==> src/pwr_seq_pkg.sv <==
// Purpose: constants and types shared by the power-mode sequencer files
// Assumes: 100 MHz clock, one-second activity tick derived locally
package pwr_seq_pkg;
    localparam int CLK_HZ = 100_000_000;
    localparam int TICK_S = 1;
    localparam int TICK_CYCLES = CLK_HZ * TICK_S;
    localparam logic [15:0] PC_LIMIT_RST = 16'h0e10; // 3600 s
    localparam logic [7:0] SLEEP_V_RST = 8'h05;
    localparam logic [7:0] SLEEP_I_RST = 8'h14;
    localparam logic [7:0] BUS_LOW_RST = 8'h05;
    localparam logic [15:0] SHUTDOWN_MV_RST = 16'h1b58; // 7000 mV
    localparam int SLOT_PU_CYCLES = 2; // pull-up settle before sample
    typedef enum logic [1:0] {
        MODE_NORMAL = 2'b00,
        MODE_SLEEP = 2'b01,
        MODE_REMOVED = 2'b10,
        MODE_SHUTDOWN = 2'b11
    } pwr_mode_t;
endpackage

==> src/tick_if.sv <==
// Purpose: carries the shared tick and slot strobes between sequencer modules
// Assumes: single clock domain
// Notes: driven by the tick generator only
interface tick_if;
    logic tick;
    logic pu_on;
    logic sample;
    modport gen (output tick, output pu_on, output sample);
    modport use_p (input tick, input pu_on, input sample);
endinterface

==> src/sec_tick_gen.sv <==
// Purpose: one-second tick and presence slot strobes
// Assumes: synchronous active-high reset
// Notes: slot pulls up for a few cycles then samples
module sec_tick_gen
    import pwr_seq_pkg::*;
#(
    parameter int PERIOD = TICK_CYCLES
) (
    input wire logic clk_i,
    input wire logic rst_i,
    tick_if.gen t
);
    logic [31:0] cnt_q;
    logic [31:0] cnt_d;
    logic wrap;

    // count up to one tick per period
    assign wrap = (cnt_q == 32'(PERIOD - 1));
    assign cnt_d = wrap ? 32'h0 : cnt_q + 32'h1;
    assign t.tick = wrap;
    // pull-up pulse opens the slot, sample at its end
    assign t.pu_on = (cnt_q < 32'(SLOT_PU_CYCLES + 1));
    assign t.sample = (cnt_q == 32'(SLOT_PU_CYCLES));

    always_ff @(posedge clk_i) begin
        if (rst_i) cnt_q <= 32'h0;
        else cnt_q <= cnt_d;
    end
endmodule

==> src/power_mode_precharge_ctl.sv <==
// Purpose: power-mode sequencer with precharge timeout supervisor
// Assumes: measurements arrive as signed mA and unsigned mV from same-clock logic; pins are synchronised here
// Notes: long counts shortened via TICK_PERIOD parameter
module power_mode_precharge_ctl
    import pwr_seq_pkg::*;
#(
    parameter int TICK_PERIOD = TICK_CYCLES
) (
    input wire logic clk_i,
    input wire logic rst_i,
    input wire logic signed [15:0] current_ma_i,
    input wire logic [15:0] voltage_mv_i,
    input wire logic [15:0] pack_mv_i,
    input wire logic signed [15:0] temp_dk_i,
    input wire logic signed [15:0] chg_thresh_ma_i,
    input wire logic signed [15:0] dsg_thresh_ma_i,
    input wire logic [7:0] sleep_ma_i,
    input wire logic [7:0] sleep_v_time_i,
    input wire logic [7:0] sleep_i_time_i,
    input wire logic [7:0] bus_low_time_i,
    input wire logic signed [15:0] cal_inhibit_lo_i,
    input wire logic signed [15:0] cal_inhibit_hi_i,
    input wire logic [15:0] shutdown_mv_i,
    input wire logic [15:0] charger_present_mv_i,
    input wire logic [15:0] precharge_timeout_limit_i,
    input wire logic precharge_timeout_action_en_i,
    input wire logic zero_volt_cfg_hi_i,
    input wire logic zero_volt_cfg_lo_i,
    input wire logic no_removal_option_i,
    input wire logic no_removal_keep_charge_i,
    input wire logic sleep_en_i,
    input wire logic pulse_charge_off_flag_i,
    input wire logic precharge_phase_flag_i,
    input wire logic overcurrent_dsg_flag_i,
    input wire logic overcurrent_dsg_tier2_flag_i,
    input wire logic afe_overcurrent_dsg_flag_i,
    input wire logic afe_short_dsg_flag_i,
    input wire logic overcurrent_chg_flag_i,
    input wire logic overcurrent_chg_tier2_flag_i,
    input wire logic afe_short_chg_flag_i,
    input wire logic permanent_failure_flag_i,
    input wire logic recovery_timer_active_i,
    input wire logic status_change_i,
    input wire logic sleep_cmd_i,
    input wire logic shutdown_cmd_i,
    input wire logic chg_alg_chg_on_i,
    input wire logic chg_alg_dsg_on_i,
    input wire logic chg_alg_zv_on_i,
    input wire logic [15:0] chg_alg_current_i,
    input wire logic [15:0] chg_alg_voltage_i,
    input wire logic pack_present_input_i,
    input wire logic bus_clock_pin_i,
    input wire logic bus_data_pin_i,
    output logic presence_pullup_pin_o,
    output logic presence_pullup_pin_oe_n_o,
    output logic charge_switch_o,
    output logic discharge_switch_o,
    output logic zero_volt_charge_switch_o,
    output logic [15:0] charge_current_req_o,
    output logic [15:0] charge_voltage_req_o,
    output logic terminate_charge_alarm_o,
    output logic terminate_discharge_alarm_o,
    output logic precharge_timeout_flag_o,
    output logic discharge_current_fault_flag_o,
    output logic pack_present_flag_o,
    output logic wake_flag_o,
    output logic init_flag_o,
    output logic afe_config_o,
    output logic afe_shutdown_o,
    output logic cal_start_o,
    output logic meas_volt_o,
    output logic meas_curr_o,
    output pwr_mode_t mode_o
);
    // ***
    // timing and pin synchronisers
    // ***
    tick_if tk();
    sec_tick_gen #(.PERIOD(TICK_PERIOD)) u_tick (
        .clk_i(clk_i),
        .rst_i(rst_i),
        .t(tk)
    );

    logic [2:0] pack_present_input_s1_q, pack_present_input_s2_q;
    logic [2:0] sync_in;
    logic scl_prev_q, sda_prev_q;
    assign sync_in = {bus_data_pin_i, bus_clock_pin_i, pack_present_input_i};

    // two flops before any logic reads a pin
    always_ff @(posedge clk_i) begin
        if (rst_i) begin
            pack_present_input_s1_q <= 3'h7;
            pack_present_input_s2_q <= 3'h7;
            scl_prev_q <= 1'b1;
            sda_prev_q <= 1'b1;
        end else begin
            pack_present_input_s1_q <= sync_in;
            pack_present_input_s2_q <= pack_present_input_s1_q;
            scl_prev_q <= pack_present_input_s2_q[1];
            sda_prev_q <= pack_present_input_s2_q[2];
        end
    end

    logic pack_present_input_pin, scl, sda, bus_rise, bus_low;
    assign pack_present_input_pin = pack_present_input_s2_q[0];
    assign scl = pack_present_input_s2_q[1];
    assign sda = pack_present_input_s2_q[2];
    assign bus_rise = (scl & ~scl_prev_q) | (sda & ~sda_prev_q);
    assign bus_low = ~scl & ~sda;

    // ***
    // presence sampling
    // ***
    logic present_q, seen_high_q;
    logic remove_det, pack_present_input_cycle;
    assign remove_det = ~no_removal_option_i; // input ignored when option set
    // pull-up driven only during the slot; enable low while driving
    assign presence_pullup_pin_o = 1'b1;
    assign presence_pullup_pin_oe_n_o = ~tk.pu_on;
    // pin high-then-low seen across samples
    assign pack_present_input_cycle = remove_det & tk.sample & ~pack_present_input_pin & seen_high_q;

    always_ff @(posedge clk_i) begin
        if (rst_i) begin
            present_q <= 1'b1;
            seen_high_q <= 1'b0;
        end else if (tk.sample && remove_det) begin
            present_q <= ~pack_present_input_pin;
            if (pack_present_input_pin) seen_high_q <= 1'b1;
            else seen_high_q <= 1'b0;
        end
    end
    assign pack_present_flag_o = present_q;

    // ***
    // precharge timeout supervisor
    // ***
    logic [15:0] pc_timer_q;
    logic pc_run_q, pc_to_q;
    logic pc_en, pc_hold, pc_start, pc_expire, pc_recover;
    assign pc_en = (precharge_timeout_limit_i != 16'h0);
    assign pc_start = (current_ma_i >= chg_thresh_ma_i);
    assign pc_hold = pulse_charge_off_flag_i | ~precharge_phase_flag_i;
    assign pc_expire = pc_en & pc_run_q & (pc_timer_q >= precharge_timeout_limit_i);
    assign pc_recover = pc_to_q & ((current_ma_i >= -dsg_thresh_ma_i) | pack_present_input_cycle);

    // timer advances only on the shared second tick
    always_ff @(posedge clk_i) begin
        if (rst_i) begin
            pc_timer_q <= 16'h0;
            pc_run_q <= 1'b0;
            pc_to_q <= 1'b0;
        end else begin
            if (!pc_en || pc_recover) begin
                pc_timer_q <= 16'h0;
                pc_run_q <= 1'b0;
                pc_to_q <= 1'b0;
            end else begin
                if (pc_start) pc_run_q <= 1'b1;
                if (tk.tick && pc_run_q && !pc_hold && !pc_to_q && pc_timer_q != 16'hffff) begin
                    pc_timer_q <= pc_timer_q + 16'h1;
                end
                if (pc_expire) pc_to_q <= 1'b1;
            end
        end
    end
    assign precharge_timeout_flag_o = pc_to_q;

    logic pc_act, zv_cfg;
    assign pc_act = pc_to_q & precharge_timeout_action_en_i;
    assign zv_cfg = zero_volt_cfg_hi_i | zero_volt_cfg_lo_i;

    // ***
    // discharge-current fault and safety summary
    // ***
    logic dsg_fault, sleep_block_flags;
    assign dsg_fault = overcurrent_dsg_flag_i | overcurrent_dsg_tier2_flag_i
                     | afe_overcurrent_dsg_flag_i | afe_short_dsg_flag_i;
    assign sleep_block_flags = dsg_fault | overcurrent_chg_flag_i | overcurrent_chg_tier2_flag_i
                             | afe_short_chg_flag_i | permanent_failure_flag_i;
    assign discharge_current_fault_flag_o = dsg_fault;

    // ***
    // mode sequencer
    // ***
    pwr_mode_t mode_q, mode_d;
    logic [7:0] bus_low_cnt_q, sv_cnt_q, si_cnt_q;
    logic [7:0] abs_i;
    logic sleep_ok, sleep_go, sleep_exit, removed, shut_go, to_sleep;
    logic cal_inhibit, wake_q, init_q, afe_cfg_q, cal_q, pwr_init_q;

    assign abs_i = current_ma_i[15] ? ((-current_ma_i > 16'sd255) ? 8'hff : 8'((-current_ma_i)))
                                    : ((current_ma_i > 16'sd255) ? 8'hff : 8'(current_ma_i));
    assign removed = remove_det & ~present_q;
    // either low-bus path or discharge-plus-command path
    assign sleep_go = sleep_en_i & (((abs_i <= sleep_ma_i) & (bus_low_cnt_q >= bus_low_time_i))
                    | (current_ma_i <= 16'sd0 & abs_i <= sleep_ma_i & sleep_cmd_i))
                    & (~remove_det | ~present_q);
    assign sleep_ok = ~sleep_block_flags & ~recovery_timer_active_i
                    & (sleep_v_time_i != 8'h0) & (sleep_i_time_i != 8'h0);
    assign sleep_exit = (current_ma_i != 16'sd0) | bus_rise | status_change_i
                      | (remove_det & present_q);
    assign shut_go = ((voltage_mv_i <= shutdown_mv_i) & (current_ma_i <= 16'sd0))
                   | (shutdown_cmd_i & (current_ma_i == 16'sd0)
                      & (pack_mv_i < charger_present_mv_i));
    // calibration inhibited only inside the band, as written
    assign cal_inhibit = (temp_dk_i <= cal_inhibit_lo_i) & (temp_dk_i >= cal_inhibit_hi_i);
    assign to_sleep = (mode_q == MODE_NORMAL) & sleep_go & sleep_ok & ~shut_go;

    // next mode; shutdown wins over everything
    always_comb begin
        mode_d = mode_q;
        unique case (mode_q)
            MODE_NORMAL: begin
                if (shut_go) mode_d = MODE_SHUTDOWN;
                else if (removed) mode_d = MODE_REMOVED;
                else if (to_sleep) mode_d = MODE_SLEEP;
            end
            MODE_SLEEP: begin
                if (shut_go) mode_d = MODE_SHUTDOWN;
                else if (sleep_exit) mode_d = MODE_NORMAL;
            end
            MODE_REMOVED: begin
                if (shut_go) mode_d = MODE_SHUTDOWN;
                else if (!removed) mode_d = MODE_NORMAL;
            end
            MODE_SHUTDOWN: mode_d = MODE_SHUTDOWN; // only power-on reset leaves
        endcase
    end

    // bus-low timer and sleep sample periods on the second tick
    always_ff @(posedge clk_i) begin
        if (rst_i) begin
            mode_q <= MODE_NORMAL;
            bus_low_cnt_q <= 8'h0;
            sv_cnt_q <= 8'h0;
            si_cnt_q <= 8'h0;
        end else begin
            mode_q <= mode_d;
            if (!bus_low) bus_low_cnt_q <= 8'h0;
            else if (tk.tick && bus_low_cnt_q != 8'hff) bus_low_cnt_q <= bus_low_cnt_q + 8'h1;
            if (mode_q != MODE_SLEEP) begin
                sv_cnt_q <= 8'h0;
                si_cnt_q <= 8'h0;
            end else if (tk.tick) begin
                sv_cnt_q <= (sv_cnt_q + 8'h1 >= sleep_v_time_i) ? 8'h0 : sv_cnt_q + 8'h1;
                si_cnt_q <= (si_cnt_q + 8'h1 >= sleep_i_time_i) ? 8'h0 : si_cnt_q + 8'h1;
            end
        end
    end

    // measurement strobes: every tick in normal, per period in sleep
    assign meas_volt_o = tk.tick & ((mode_q == MODE_NORMAL) | (mode_q == MODE_REMOVED)
                       | ((mode_q == MODE_SLEEP) & (sv_cnt_q + 8'h1 >= sleep_v_time_i)));
    assign meas_curr_o = tk.tick & ((mode_q == MODE_NORMAL) | (mode_q == MODE_REMOVED)
                       | ((mode_q == MODE_SLEEP) & (si_cnt_q + 8'h1 >= sleep_i_time_i)));

    // power-up: wake set, front end configured, flags cleared after one second
    always_ff @(posedge clk_i) begin
        if (rst_i) begin
            wake_q <= 1'b1;
            init_q <= 1'b1;
            afe_cfg_q <= 1'b0;
            pwr_init_q <= 1'b1;
            cal_q <= 1'b0;
        end else begin
            afe_cfg_q <= pwr_init_q;
            pwr_init_q <= 1'b0;
            if (tk.tick) begin
                wake_q <= 1'b0;
                init_q <= 1'b0;
            end
            cal_q <= (mode_q == MODE_NORMAL) & (mode_d == MODE_SLEEP) & ~cal_inhibit;
        end
    end
    assign wake_flag_o = wake_q;
    assign init_flag_o = init_q;
    assign afe_config_o = afe_cfg_q;
    assign cal_start_o = cal_q;

    // ***
    // switch, request and alarm outputs
    // ***
    logic chg_d, dsg_d, zv_d, tca_d, tda_d, req_zero;
    logic chg_q, dsg_q, zv_q, tca_q, tda_q, shut_q;
    logic [15:0] ireq_q, vreq_q;
    logic in_sleep, in_rem, in_shut;
    assign in_sleep = (mode_d == MODE_SLEEP);
    assign in_rem = (mode_d == MODE_REMOVED);
    assign in_shut = (mode_d == MODE_SHUTDOWN);
    assign req_zero = pc_act | in_rem | in_shut;
    // charger algorithm drives switches unless a fault or mode forces them off
    assign chg_d = chg_alg_chg_on_i & ~pc_act & ~in_rem & ~in_shut
                 & ~(in_sleep & ~no_removal_keep_charge_i);
    assign dsg_d = chg_alg_dsg_on_i & ~in_rem & ~in_shut & ~(in_sleep & remove_det);
    assign zv_d = chg_alg_zv_on_i & ~(zv_cfg & (pc_act | in_rem | in_sleep)) & ~in_shut;
    // charge alarm set by timeout action or removed mode, discharge alarm by removed mode; a discharge fault only holds the discharge alarm
    assign tca_d = pc_act | in_rem;
    assign tda_d = in_rem | (dsg_fault & tda_q);

    always_ff @(posedge clk_i) begin
        if (rst_i) begin
            chg_q <= 1'b0;
            dsg_q <= 1'b0;
            zv_q <= 1'b0;
            tca_q <= 1'b0;
            tda_q <= 1'b0;
            shut_q <= 1'b0;
            ireq_q <= 16'h0;
            vreq_q <= 16'h0;
        end else begin
            chg_q <= chg_d;
            dsg_q <= dsg_d;
            zv_q <= zv_d;
            tca_q <= tca_d;
            tda_q <= tda_d;
            shut_q <= in_shut;
            ireq_q <= req_zero ? 16'h0 : chg_alg_current_i;
            vreq_q <= req_zero ? 16'h0 : chg_alg_voltage_i;
        end
    end
    assign charge_switch_o = chg_q;
    assign discharge_switch_o = dsg_q;
    assign zero_volt_charge_switch_o = zv_q;
    assign terminate_charge_alarm_o = tca_q;
    assign terminate_discharge_alarm_o = tda_q;
    assign afe_shutdown_o = shut_q;
    assign charge_current_req_o = ireq_q;
    assign charge_voltage_req_o = vreq_q;
    assign mode_o = mode_q;
endmodule

==> config.mk <==
export PLATFORM = sky130hd
export DESIGN_NAME = power_mode_precharge_ctl
export DESIGN_NICKNAME = d
export VERILOG_FILES = /design/src/pwr_seq_pkg.sv /design/src/tick_if.sv /design/src/sec_tick_gen.sv /design/src/power_mode_precharge_ctl.sv
export SDC_FILE = /design/constraint.sdc
export NUM_CORES = 1
export LEC_CHECK = 0
export BUFFER_PORTS_ARGS = -buffer_cell sky130_fd_sc_hd__clkbuf_2
export CORE_MARGIN = 2
export CORE_UTILIZATION = 30
export CTS_CLUSTER_SIZE = 30
export DETAILED_ROUTE_END_ITERATION = 10
export GPL_TIMING_DRIVEN = 1
export PLACE_DENSITY_LB_ADDON = 0.25
export SLEW_MARGIN = 10
export SYNTH_ARGS = -nofsm -noshare
export SYNTH_HDL_FRONTEND = slang
export SYNTH_SLANG_ARGS = --single-unit
export TNS_END_PERCENT = 5
==> constraint.sdc <==
create_clock -name clk_i -period 6.4 [get_ports clk_i]
set_input_delay 0.32 -clock clk_i [delete_from_list [all_inputs] [get_ports clk_i]]
set_output_delay 0.32 -clock clk_i [all_outputs]
set_load 0.01 [all_outputs]
# Yosys cells after proc, flatten, opt, wreduce, memory -nomap -nowiden
# Index checks and enable logic that the tools add are counted.
# Widths: inputs -> output; s select.
[word_totals]
inputBits = 268
out_inout_bits = 51
reg_bits = 128
wordCells = 186
[op_classes]
magnitude_cmp = 15
n_eq_ne = 11
n_addsub = 7
reduce_logical = 21
n_bitwise = 91
muxes = 15
[op_table]
columns = ["operator", "count"]
rows = [
  ["$ge 16x16->1", 4],
  ["$and 1x1->1", 46],
  ["$mux 8", 5],
  ["$add 32x1->32 const B", 1],
  ["$eq 32x2->1 const B", 1],
  ["$eq 32x27->1 const B", 1],
  ["$gt 16x9->1 const B", 2],
  ["$le 16x16->1", 2],
  ["$lt 32x2->1 const B", 1],
  ["$neg 16->16", 2],
  ["$reduce_bool 16->1", 2],
  ["$add 8x1->8 const B", 3],
  ["$ge 8x8->1", 3],
  ["$or 1x1->1", 24],
  ["$not 1->1", 21],
  ["$add 16x1->16 const B", 1],
  ["$le 16x1->1 const B", 1],
  ["$logic_not 16->1", 1],
  ["$lt 16x16->1", 1],
  ["$ne 16x16->1 const B", 1],
  ["$reduce_bool 8->1", 2],
  ["$mux 2", 7],
  ["$reduce_or 2->1", 5],
  ["$eq 2x2->1 const B", 4],
  ["10 further kinds", 19],
]

# Longest topological paths before layout
[depth]
depth_word = 24
ltp_mapped = 18
ltp_nobuf = 17

# Hierarchy
# Synthesis repeated with hierarchy kept, for this count alone.
[hier_totals]
cells_unflattened = 1166
hier_area_um2 = 9497.9
[modules_own_cells]
columns = ["mod", "seq_area_each_um2", "area_per_inst_um2", "cells_each", "instances"]
rows = [
  ["power_mode_precharge_ctl", 1921.8, 7697.4, 949, 1],
  ["sec_tick_gen", 640.6, 1800.5, 217, 1],
]

# Least setup slack after synthesis
# OpenSTA, ideal clock, no wires.
[synth_path]
path_type = "input to register"
from = "in dsg_thresh_ma_i[5]"
to = "reg pc_timer_q[10]"
path_slack_ns = 2.736
setup_ns = 0.128
arrival_time_ns = 3.536
required_time_ns = 6.272
path_buffers = 1
path_stages = 14
cell_sequence = "or4_1 > nor4_1 > nand2_1 > or2_2 > nor3_1 > xor2_1 > ha_1 > nand3_1 > nor4_1 > o21ai_0 > a32o_1 > a21oi_2 > clkbuf_1 > nor2_1"
[synth_between]
elab_chain_cells = 6
[synth_rtl]
columns = ["element", "line_no", "text"]
rows = [
  ["from (decl)", "power_mode_precharge_ctl.sv:16", "input wire logic signed [15:0] dsg_thresh_ma_i,"],
  ["$neg 16->16", "power_mode_precharge_ctl.sv:146", "assign pc_recover = pc_to_q & ((current_ma_i >= -dsg_thresh_ma_i) | pack_present_input_cycle);"],
  ["$ge 16x16->1", "power_mode_precharge_ctl.sv:146", ""],
  ["$or 1x1->1", "power_mode_precharge_ctl.sv:146", ""],
  ["$and 1x1->1", "power_mode_precharge_ctl.sv:146", ""],
  ["$logic_or 1x1->1", "power_mode_precharge_ctl.sv:155", "if (!pc_en || pc_recover) begin"],
  ["$reduce_or 2->1 (no line)", "-", ""],
  ["to (signal assigned)", "power_mode_precharge_ctl.sv:162", "pc_timer_q <= pc_timer_q + 16'h1;"],
  ["to (decl)", "power_mode_precharge_ctl.sv:139", "logic [15:0] pc_timer_q;"],
]
# No other way between the ends.
# A chain may end at the register's enable or synchronous reset.

# Worst setup path in the final report
[layout_path]
from = "in dsg_thresh_ma_i[5]"
to = "reg pc_timer_q[12]"
# The elaborated chain is that of the path after synthesis.

==> results_dict.tcl <==
set metrics [dict create \
    power.density_cell_area_nw_per_um2 180 \
    drt_iter0_markers 357 \
    worst_hold_slack_ps 89.9 \
    worst_r2r_startpoint "u_tick.cnt_q[0]" \
    finalSetupViolCount 0 \
    finalHoldViolations 0 \
    ys_async_sr_fraction 0 \
    place_congestion 0.844 \
    core_area_um2 30300 \
    holdPathEnd "pack_present_input_s1_q[2]" \
    crit_fanout 18 \
    setup_ws_ps 2580 \
    post-dp-hpwl_um 22300 \
    crit_path_end_kind "flip-flop" \
    synth_commonest_cells "ha_1 (151), inv_1 (150), dfxtp_1 (128)" \
    hold_start "bus_data_pin_i" \
    wl_met1_um 11800 \
    syn_area_um2 9190 \
    drive_gt1_frac 0.253 \
    fin_skew_ps 9.39 \
    dieArea_um2 32000 \
    finalCritPeriodShare 0.597 \
    clock_path_buffers 2 \
    clk_latency_ps 410 \
    crit_start "dsg_thresh_ma_i[5]" \
    drv_slew 0 \
    fin_tns_setup_ps 0 \
    wl_met3_um 1820 \
    yosysMostFrequentCell "ha_1" \
    syn_avg_cell_area_um2 8.08 \
    reg2reg_to "pc_timer_q[9]" \
    grt_max_degree 34 \
    cts_max_level 4 \
    synthCells 1137 \
    cts-resized-gates 0 \
    cap_violations 0 \
    max_freq_mhz 262 \
    placed_cells 1834 \
    fin_cells 1867 \
    reg2reg_slack_ps 3190 \
    r2r_cells 8 \
    grt-ovfl-total 0 \
    wl_met2_um 12600 \
    startpoint_type "input port" \
    cts_setup_buffers 0 \
    critPathKind "input port to flip-flop" \
    area_growth_pct 28.0 \
    synth_largest_area_cell "dfxtp_1" \
    yosys_register_bits 128 \
    synth_fp_nets 1556 \
    worstHoldPathCells 2 \
    drt_pre_antenna_iters 5 \
    die_w_um 179 \
    grt_pass1_vias 8481 \
    slowest_stage "a21oi_2" \
    regArea_um2 2560 \
    drc 0 \
    synth_edf_count 0 \
    multi_input_area_um2 5950 \
    fin_nets 1876 \
    grt.total_usage 0.164 \
    fillers 3173 \
    hold_class "input port to flip-flop" \
    cts_sinks 128 \
    slew_headroom 0.174 \
    grt_setup_unrepaired "false" \
    io-pin-count 319 \
    cp_common_cell "nor4_1" \
    cts-root-buf "clkbuf_16" \
    ys_seq_area_frac 0.279 \
    hold_buffers 0 \
    worst_slew_pin_slew_ps 1240 \
    crit_path_max_incr_delay_ps 630 \
    synth_flop_cell "dfxtp_1" \
    post-place-ws_ps 2120 \
    yosysUniqueCellTypes 63 \
    path_clk_slew_ps 60 \
    numCtsBuffers 17 \
    outcome "completed" \
    post-route-min-period_ps 3820 \
    cp.required_ps 6670 \
    cp_cell_sequence "clkbuf_2 -> or4_1 -> nor4_1 -> nand2_1 -> or2_2 -> nor4_1 -> xor2_1 -> ha_1 -> nand3_1 -> nor4_1 -> o21ai_0 -> a32o_1 -> a21oi_2 -> nor3_1" \
    arrival_ps 4080 \
    fp.dieH_um 179 \
    via_per_inst 4.76 \
    synth_area_leaders "dfxtp_1 (28%), ha_1 (21%), inv_1 (6.1%), xor2_1 (4.7%), nor2_1 (4.3%)" \
    ys_warn_count 0 \
    postRouteWirelength_um 26500 \
    start_util 0.303 \
    ir_drop_v 0.000155 \
    cts_tree "built" \
    drtAntennaViolNets 0 \
    antenna_found_initial 2 \
    leakage_nw 6.06 \
    highest_layer "met4" \
    grt_first_pass_wirelength_um 41700 \
    port_buffers 317 \
    synth.top_cell.area_share 0.279 \
    vias 8882 \
    rows 64 \
    route.detailed.wl_per_inst_um 14.2 \
]
worst max-delay path: cells and delay by family:
| kind | cells | cell delay (ps) |
|---|---|---|
| simple gates | 8 | 2190 |
| compound gates | 3 | 1060 |
| buf+inv | 1 | 90 |
| fa+ha+maj | 1 | 290 |
| xor+xnor | 1 | 130 |
logic make-up (layout without fill, tap and decap cells):
family / Yosys count / count (layout) / share of synthesized area
other: 1 / 3 / 0.000408
adder cells (fa/ha/maj): 151 / 151 / 0.206
AO/OA/AOI/OAI: 155 / 155 / 0.110
XOR/XNOR: 74 / 74 / 0.0705
AND/OR/NAND/NOR: 453 / 453 / 0.256
flip-flops: 128 / 128 / 0.279
multiplexers: 5 / 5 / 0.00545
buffers and inverters: 170 / 502 / 0.0731
flip-flops by register name, summed over array words and instances (netlist names), 2 cells and up:
signal / cells
sv_cnt_q: 8
pc_timer_q: 16
si_cnt_q: 8
mode_o: 2
pack_present_input_s1_q: 3
charge_current_req_o: 16
u_tick.cnt_q: 32
pack_present_input_s2_q: 3
bus_low_cnt_q: 8
charge_voltage_req_o: 16
worst max path at each step:
stage	end	slack [ps]
after detailed placement	pc_timer_q[12]	2120
after CTS	pc_timer_q[12]	2550
after floorplan	pc_timer_q[10]	2740
after global placement	pc_timer_q[12]	2170
after global routing	pc_timer_q[12]	2130
final	pc_timer_q[12]	2580
power by group:
part	switching [mW]	leakage (nW)	internal, mW
Combinational	0.188	4.75	0.172
Clock	0.370	0.269	0.556
Sequential	0.0140	1.04	0.820
Total	0.572	6.06	1.55
metal layers:
layer,vias to the layer above,global-route usage
li1,4586,-
met1,4028,0.202
met2,242,0.286
met3,26,0.0426
met4,0,0.0379
met5,-,0
cell type report:
cell class	count	area share
multi-input combinational	839	0.506
sequential	128	0.218
timing repair buffer	321	0.137
inverter	150	0.0479
tap	396	0.0421
clock buffer	20	0.0388
clock inverter	11	0.00904
antenna	2	0.000426
through the flow:
| stage | util | total power, mW | instance area [um^2] |
|---|---|---|---|
| 3_5_place_dp | 0.369 | 1.21 | 11200 |
| 6_report | 0.387 | 2.12 | 11800 |
| 2_1_floorplan | - | 1.04 | 9190 |
| 4_1_cts | 0.387 | 2.15 | 11800 |
| 3_3_place_gp | 0.369 | 1.21 | 11200 |
| 5_1_grt | 0.387 | 2.24 | 11800 |
layout by cell type (no fill, tap or decap), types with 4 or more instances in the layout:
master,instances
clkbuf_2,317
ha_1,151
inv_1,150
dfxtp_1,128
nor2_1,105
nand2_1,88
a21oi_1,55
nand3_1,51
xor2_1,49
nand4_1,39
and2_1,38
xnor2_1,25
o21ai_0,24
nor4_1,23
nor3_1,22
and3_1,17
clkbuf_16,17
a21o_1,15
a31oi_1,13
nand2b_1,12
nor2b_1,11
or2_2,10
or3_1,7
or4_1,7
o21a_1,7
and4_1,5
o211ai_1,5
a2111oi_0,5
mux2i_1,5
a211o_1,4
o221ai_1,4
buf_4,4
Power figures use the tool's default switching activity.
